## src/svwd_pkg.sv

```systemverilog
package svwd_pkg;
   // Clock rate
   localparam int unsigned CLK_PERIOD_NS = 50;
   // Internal timebase of one millisecond
   localparam int unsigned TICK_PERIOD_NS = 1000000;
   localparam int unsigned TICK_CYCLES_NOM = TICK_PERIOD_NS / CLK_PERIOD_NS;
   // Reset pulse: 140 ms min, 200 ms nominal, 280 ms max
   localparam int unsigned RESET_PULSE_MIN_MS = 140;
   localparam int unsigned RESET_PULSE_MAX_MS = 280;
   localparam logic [7:0] RESET_PULSE_MS = 8'hc8;
   // Watchdog timeout: 1.00 s min, 1.60 s nominal, 2.25 s max
   localparam int unsigned WD_TIMEOUT_MIN_MS = 1000;
   localparam int unsigned WD_TIMEOUT_MAX_MS = 2250;
   localparam logic [10:0] WD_TIMEOUT_MS = 11'h640;
   // Shortest kick level the block sees, and manual reset timing
   localparam int unsigned KICK_MIN_WIDTH_NS = 50;
   localparam int unsigned KICK_MIN_WIDTH_CYC =
      (KICK_MIN_WIDTH_NS + CLK_PERIOD_NS - 1) / CLK_PERIOD_NS;
   localparam int unsigned MANUAL_PULSE_MIN_WIDTH_LO_NS = 500;
   localparam int unsigned MANUAL_PULSE_MIN_WIDTH_HI_NS = 150;
   localparam int unsigned MANUAL_DELAY_LO_NS = 750;
   localparam int unsigned MANUAL_DELAY_HI_NS = 250;
   localparam int unsigned MANUAL_DELAY_CYC = MANUAL_DELAY_HI_NS / CLK_PERIOD_NS;
   // Reset pulse generator states
   typedef enum logic [1:0] {
      SVWD_RS_HOLD = 2'h0,
      SVWD_RS_TIMING = 2'h1,
      SVWD_RS_RUN = 2'h3
   } svwd_rst_state_t;
endpackage

```

## src/svwd_tick.sv

```systemverilog
`timescale 1ns/1ps
module svwd_tick #(
   parameter int unsigned TICK_CYCLES = 20000
) (
   input wire logic clk_i,        // System clock
   input wire logic reset_n_i,    // Asynchronous reset, active low
   output logic tick_o            // One-cycle timebase enable
);
   localparam int unsigned TW = $clog2(TICK_CYCLES + 1);
   localparam logic [TW-1:0] LAST = TW'(TICK_CYCLES - 1);

   logic [TW-1:0] count;

   always_ff @(posedge clk_i or negedge reset_n_i) begin
      if (!reset_n_i) begin
         count <= '0;
         tick_o <= 1'b0;
      end else if (count == LAST) begin
         count <= '0;
         tick_o <= 1'b1;
      end else begin
         count <= count + TW'(1);
         tick_o <= 1'b0;
      end
   end
endmodule

```

## src/svwd_top.sv

```systemverilog
// Function
// - Manual reset input low starts a reset pulse; floating input counts as high.
// - A triggered reset drives the active-low reset output low for about 200 ms.
// - Reset output stays low while the supply-low indication is active.
// - Reset stays low 200 ms more after supply recovers or manual reset releases.
// - Watchdog expiry never asserts reset by itself; only via external loop.
// - Kick input constant for 1.6 s expires the watchdog, output goes low.
// - Floating kick input disables the watchdog.
// - Watchdog count clears on reset, on floating kick, and on each kick edge.
// - Expired watchdog output stays low until the watchdog is cleared.
// - Watchdog output is low while supply is low, whatever the count.
// - Low-supply watchdog low has no minimum width; releases at once.
// - Complement variant drives active-high reset as exact inverse of reset.
// - Power-fail warning low while sense input is below reference, else high.
// - Reset pulse lies between 140 ms and 280 ms, nominal 200 ms.
// - Watchdog timeout lies between 1.00 s and 2.25 s, nominal 1.60 s.
// - Kick levels of 50 ns are seen; host holds each level that long.
// - Reset asserts within 750 ns or 250 ns of manual reset going low.
// - Complement variant has no watchdog; active-high reset in its place.
`timescale 1ns/1ps
module svwd_top
   import svwd_pkg::*;
#(
   parameter bit HAS_COMPLEMENT = 1'b0,
   parameter int unsigned TICK_CYCLES = TICK_CYCLES_NOM
) (
   input wire logic clk_i,                       // System clock, 20 MHz
   input wire logic reset_n_i,                   // Asynchronous reset, active low
   input wire logic supply_low_i,                // Supply below reset threshold
   input wire logic manual_reset_button_n_i,     // Manual reset level, active low
   input wire logic manual_reset_float_i,        // Manual reset pin undriven
   input wire logic watchdog_kick_in_i,          // Watchdog kick level
   input wire logic watchdog_kick_float_i,       // Kick pin tri-stated
   input wire logic power_fail_sense_in_low_i,   // Comparator: sense below reference
   output logic reset_n_o,                       // Processor reset, active low
   output logic reset_o,                         // Processor reset, active high
   output logic watchdog_expired_n_o,            // Watchdog / low-line, active low
   output logic power_fail_warning_n_o           // Power-fail warning, active low
);
   svwd_rst_state_t rst_state;
   svwd_rst_state_t next_rst_state;
   logic [7:0] rst_count;
   logic tick;
   logic manual_low;
   logic hold;
   logic kick_prev;
   logic kick_edge;
   logic [10:0] wd_count;
   logic wd_clear;
   logic wd_expired;
   logic wd_enable;

   svwd_tick #(
      .TICK_CYCLES(TICK_CYCLES)
   ) u_tick (
      .clk_i(clk_i),
      .reset_n_i(reset_n_i),
      .tick_o(tick)
   );

   assign manual_low = !manual_reset_float_i && !manual_reset_button_n_i;
   assign hold = supply_low_i || manual_low;

   always_comb begin
      next_rst_state = rst_state;
      unique case (rst_state)
         SVWD_RS_HOLD: begin
            if (!hold) begin
               next_rst_state = SVWD_RS_TIMING;
            end
         end
         SVWD_RS_TIMING: begin
            if (hold) begin
               next_rst_state = SVWD_RS_HOLD;
            end else if (tick && rst_count == 8'h01) begin
               next_rst_state = SVWD_RS_RUN;
            end
         end
         SVWD_RS_RUN: begin
            if (hold) begin
               next_rst_state = SVWD_RS_HOLD;
            end
         end
      endcase
   end

   always_ff @(posedge clk_i or negedge reset_n_i) begin
      if (!reset_n_i) begin
         rst_state <= SVWD_RS_HOLD;
      end else begin
         rst_state <= next_rst_state;
      end
   end

   // Pulse length counted in timebase ticks, reloaded while held
   always_ff @(posedge clk_i or negedge reset_n_i) begin
      if (!reset_n_i) begin
         rst_count <= RESET_PULSE_MS;
      end else if (next_rst_state == SVWD_RS_HOLD) begin
         rst_count <= RESET_PULSE_MS;
      end else if (rst_state == SVWD_RS_TIMING && tick) begin
         rst_count <= rst_count - 8'h01;
      end
   end

   // Both reset outputs flop from one next state: one edge after the cause
   always_ff @(posedge clk_i or negedge reset_n_i) begin
      if (!reset_n_i) begin
         reset_n_o <= 1'b0;
         reset_o <= HAS_COMPLEMENT;
      end else begin
         reset_n_o <= (next_rst_state == SVWD_RS_RUN);
         reset_o <= HAS_COMPLEMENT && (next_rst_state != SVWD_RS_RUN);
      end
   end

   assign wd_enable = !HAS_COMPLEMENT;
   assign kick_edge = watchdog_kick_in_i != kick_prev;
   assign wd_clear = !wd_enable || rst_state != SVWD_RS_RUN
                     || watchdog_kick_float_i || kick_edge;
   assign wd_expired = wd_count == WD_TIMEOUT_MS;

   always_ff @(posedge clk_i or negedge reset_n_i) begin
      if (!reset_n_i) begin
         kick_prev <= 1'b0;
      end else begin
         kick_prev <= watchdog_kick_in_i;
      end
   end

   // Count saturates at the timeout, so expiry holds until cleared
   always_ff @(posedge clk_i or negedge reset_n_i) begin
      if (!reset_n_i) begin
         wd_count <= '0;
      end else if (wd_clear) begin
         wd_count <= '0;
      end else if (tick && !wd_expired) begin
         wd_count <= wd_count + 11'h001;
      end
   end

   always_ff @(posedge clk_i or negedge reset_n_i) begin
      if (!reset_n_i) begin
         watchdog_expired_n_o <= 1'b1;
      end else begin
         watchdog_expired_n_o <= !(wd_enable && (wd_expired || supply_low_i));
      end
   end

   always_ff @(posedge clk_i or negedge reset_n_i) begin
      if (!reset_n_i) begin
         power_fail_warning_n_o <= 1'b1;
      end else begin
         power_fail_warning_n_o <= !power_fail_sense_in_low_i;
      end
   end
endmodule

```

## config.mk

```make
export PLATFORM = sky130hd
export DESIGN_NAME = svwd_top
export DESIGN_NICKNAME = d
export VERILOG_FILES = /design/src/svwd_pkg.sv /design/src/svwd_tick.sv /design/src/svwd_top.sv
export SDC_FILE = /design/constraint.sdc
export NUM_CORES = 1
export LEC_CHECK = 0
export ABC_AREA = 1
export BUFFER_PORTS_ARGS = -buffer_cell sky130_fd_sc_hd__buf_2
export CAP_MARGIN = 20
export CORE_MARGIN = 3
export CORE_UTILIZATION = 40
export CTS_BUF_LIST = sky130_fd_sc_hd__clkbuf_4 sky130_fd_sc_hd__clkbuf_8 sky130_fd_sc_hd__clkbuf_16
export DETAILED_ROUTE_END_ITERATION = 6
export GPL_ROUTABILITY_DRIVEN = 0
export GPL_TIMING_DRIVEN = 0
export HOLD_SLACK_MARGIN = 0.1
export MAX_ROUTING_LAYER = met4
export PLACE_DENSITY_LB_ADDON = 0.08
export SYNTH_ARGS = -nofsm -noshare
export SYNTH_HDL_FRONTEND = slang
export SYNTH_SLANG_ARGS = --single-unit
```

## constraint.sdc

```tcl
create_clock -name clk_i -period 2 [get_ports clk_i]
set_clock_uncertainty 0.1 [all_clocks]
set_input_delay 0.2 -clock clk_i [delete_from_list [all_inputs] [get_ports clk_i]]
set_output_delay 0.2 -clock clk_i [all_outputs]
set_load 0.01 [all_outputs]
```

==> impl_metrics.yaml <==
outcome:
  status: "complete, no violations"
worst_setup_path:
  path_max_fanout: 9
  rrSetupSlack_ps: 240
  r2r_end: "wd_count[3]"
  critPathMostFrequentCell: "dlygate4sd3_1"
  critPathKind: "in2reg"
  cpPeakStageDelay_ps: 580
  rr_worst_depth: 7
  r2r_start: "wd_count[0]"
  cp_data_arrival_time_ps: 1940
  worstPathCellList: "dlygate4sd3_1 > buf_2 > nor2_1 > dlygate4sd3_1 > nor2_2 > inv_1 > o21ai_4 > nand3_1 > nand2_1"
  slowest_stage: "dlygate4sd3_1"
  cp.required_ps: 2080
  end_kind: "flop"
  start_kind: "primary input"
  critical_path.top_delay_family: "buffers and inverters"
  cp_num_buf_inv: 4
detailed_routing:
  antenna_left: 0
  drc_errors: 0
  avgViaCountPerCell: 4.588
  drtIter0Drc: 80
  num_vias: 1826
  dr.pass1.iters: 4
  wire_per_inst_um: 11.02
  wl_mm: 4.387
final_layout:
  n_antenna_cell: 0
  final-seq-area_um2: 1032
  drive_gt1_share_pct: 10.98
  nets: 340
  final_cells: 398
  area_delta_synth_final_pct: 13.20
  final_common_cell: "nand2_1"
  multi_input_area_um2: 1042
  fill_cells: 527
  final_core_util_pct: 48.37
  final_cell_mix: "nand2_1 (72), inv_1 (48), nand3_1 (44), nor2_1 (42), dfrtp_1 (36)"
yosys:
  synth_cells: 304
  synth_area_um2: 2266
  synth_nets: 317
  synth_top_area_cell: "dfrtp_1"
  synth_top_area_share_pct: 39.76
  yosysSeqAreaShare_pct: 45.55
  yosys_warnings: 0
  synth_cell_types: 27
  synth_area_leaders: "dfrtp_1 (40%), nand2_1 (12%), nand3_1 (9.7%)"
  avgSynthCellArea_um2: 7.454
  ys_seq_elements: 41
timing:
  layout_setup_ws_ps: 144.7
  drv_slew: 0
  fin_setup_tns_ps: 0
  fin_hold_ws_ps: 207.8
  post-route-period-util_pct: 92.76
  max-slew-margin-rel_pct: 38.11
  finalSetupViolations: 0
  rsz0062_at_grt: "false"
  hold_viol: 0
  fin_crit_ps: 1855
  timing.fmax_mhz: 539.0
  worst_pin_slew_ps: 928.4
min_path:
  holdPathStages: 6
  hold_path_class: "in2reg"
  min_to: "wd_count[5]"
  hold_start: "watchdog_kick_float_i"
floorplan:
  ioPinCount: 12
  die_w_um: 81.27
  rows: 26
  fp.coreArea_um2: 5303
  initial_utilization_pct: 42.73
  fp.dieH_um: 81.27
  dieArea_um2: 6604
clock_network:
  cts_tree: "done"
  cts_setup_buffers: 0
  path_clk_slew_ps: 80
  ctsLongestPathBuffers: 2
  cts_max_level: 2
  clk_latency_ps: 290
  cts_buffers: 5
  root_buffer: "clkbuf_8"
  clock-sinks: 41
power:
  ir_worst_vdd_mv: 0.3326
  power_density_nw_per_um2: 561.2
  power.leakage_nw: 1.303
place:
  post-place-ws_ps: 237.5
  dp_hpwl_mm: 3.192
  dp_cells: 384
  portBuffers: 10
global_routing:
  grt_overflow: 0
  grt_pass1_vias: 1800
  grt_usage_pct: 15.52
  grt_pass1_wl_mm: 7.824
  grt_max_degree: 42
  antenna_found_initial: 0
flow_run:
  drv_cap: 0
-- cell type report --
cell class	instances	area share, %
multi-input combinational	211	40.63
sequential	41	40.24
tap	70	3.415
clock buffer	7	3.268
buffer	3	0.6829
timing repair buffer	16	4.293
clock inverter	1	0.2927
inverter	49	7.171
-- metrics by stage --
stage	power (mW)	cell area, um2
2_1_floorplan	0.8673	2266
3_5_place_dp	0.8964	2404
4_1_cts	1.468	2555
6_report	1.439	2565
5_1_grt	1.510	2565
3_3_place_gp	0.8955	2404
-- flip-flops by register name, indices dropped and copies added, names as in the netlist --
name / flops
reset_n_o: 1
kick_prev: 1
wd_count: 11
rst_state: 2
rst_count: 8
watchdog_expired_n_o: 1
power_fail_warning_n_o: 1
u_tick.count: 15
u_tick.tick_o: 1
-- power breakdown --
part / leakage, nW / switching [mW] / total, mW / internal [mW]
Clock: 0.0453 / 0.276 / 0.550 / 0.274
Sequential: 0.537 / 0.00281 / 0.837 / 0.835
Combinational: 0.720 / 0.0322 / 0.0526 / 0.0203
-- worst max path at each step --
stage                                  from           end  slack (ps)  cells past startpoint
finish              manual_reset_button_n_i  rst_count[0]         140                      9
global route        manual_reset_button_n_i  rst_count[2]          20                      9
CTS                 manual_reset_button_n_i  rst_count[2]          80                      9
detailed placement              wd_count[0]   wd_count[1]         240                      7
global placement                wd_count[0]   wd_count[4]         300                      7
floorplan                       wd_count[0]  wd_count[10]         550                      7
-- cell families after synthesis --
group | Yosys count | synth area share [%]
simple gates | 182 | 35.23
buf+inv | 52 | 8.890
flops | 41 | 45.55
compound gates | 13 | 3.535
xor+xnor | 10 | 3.866
fa+ha+maj | 5 | 2.761
other cells | 1 | 0.1655
-- routing by layer --
layer,GRT usage (%),vias to the layer above,routed length [um]
li1,-,1002,-
met1,20.12,792,2278
met2,24.19,25,1925
met3,3.326,7,125
met4,4.899,0,59
met5,-,-,0
-- worst register-to-register path, cell delays in order (launching register included) --
cell,delay (ps)
dfrtp_1,470
inv_1,120
ha_1,220
nand4_1,140
nor2_1,100
nor2_2,350
nand3b_1,130
nand2_1,80
-- Yosys cell counts --
cell type,n
buf_2,2
xor2_1,9
nor3_1,4
nand2_2,1
a21oi_2,1
conb_1,1
a31oi_1,1
o21ai_2,2
o21ai_0,4
or2_1,1
nand3b_1,2
nor2_1,43
nor2_2,2
nand4_1,11
nand3_1,44
inv_2,1
or2_2,1
ha_1,5
nor2_4,1
nand2_1,72
xnor2_1,1
a21boi_1,1
dfstp_2,5
a21oi_1,4
inv_1,48
dfrtp_1,36
buf_4,1
-- what timing repair did --
item / 4_1_cts / 5_1_grt
hold buffers: 6 / 0
resized for setup: 0 / 3
endpoints found under the hold margin: 40 / 0
setup endpoints to repair: 0 / 2
(Power assumes the default switching activity.)
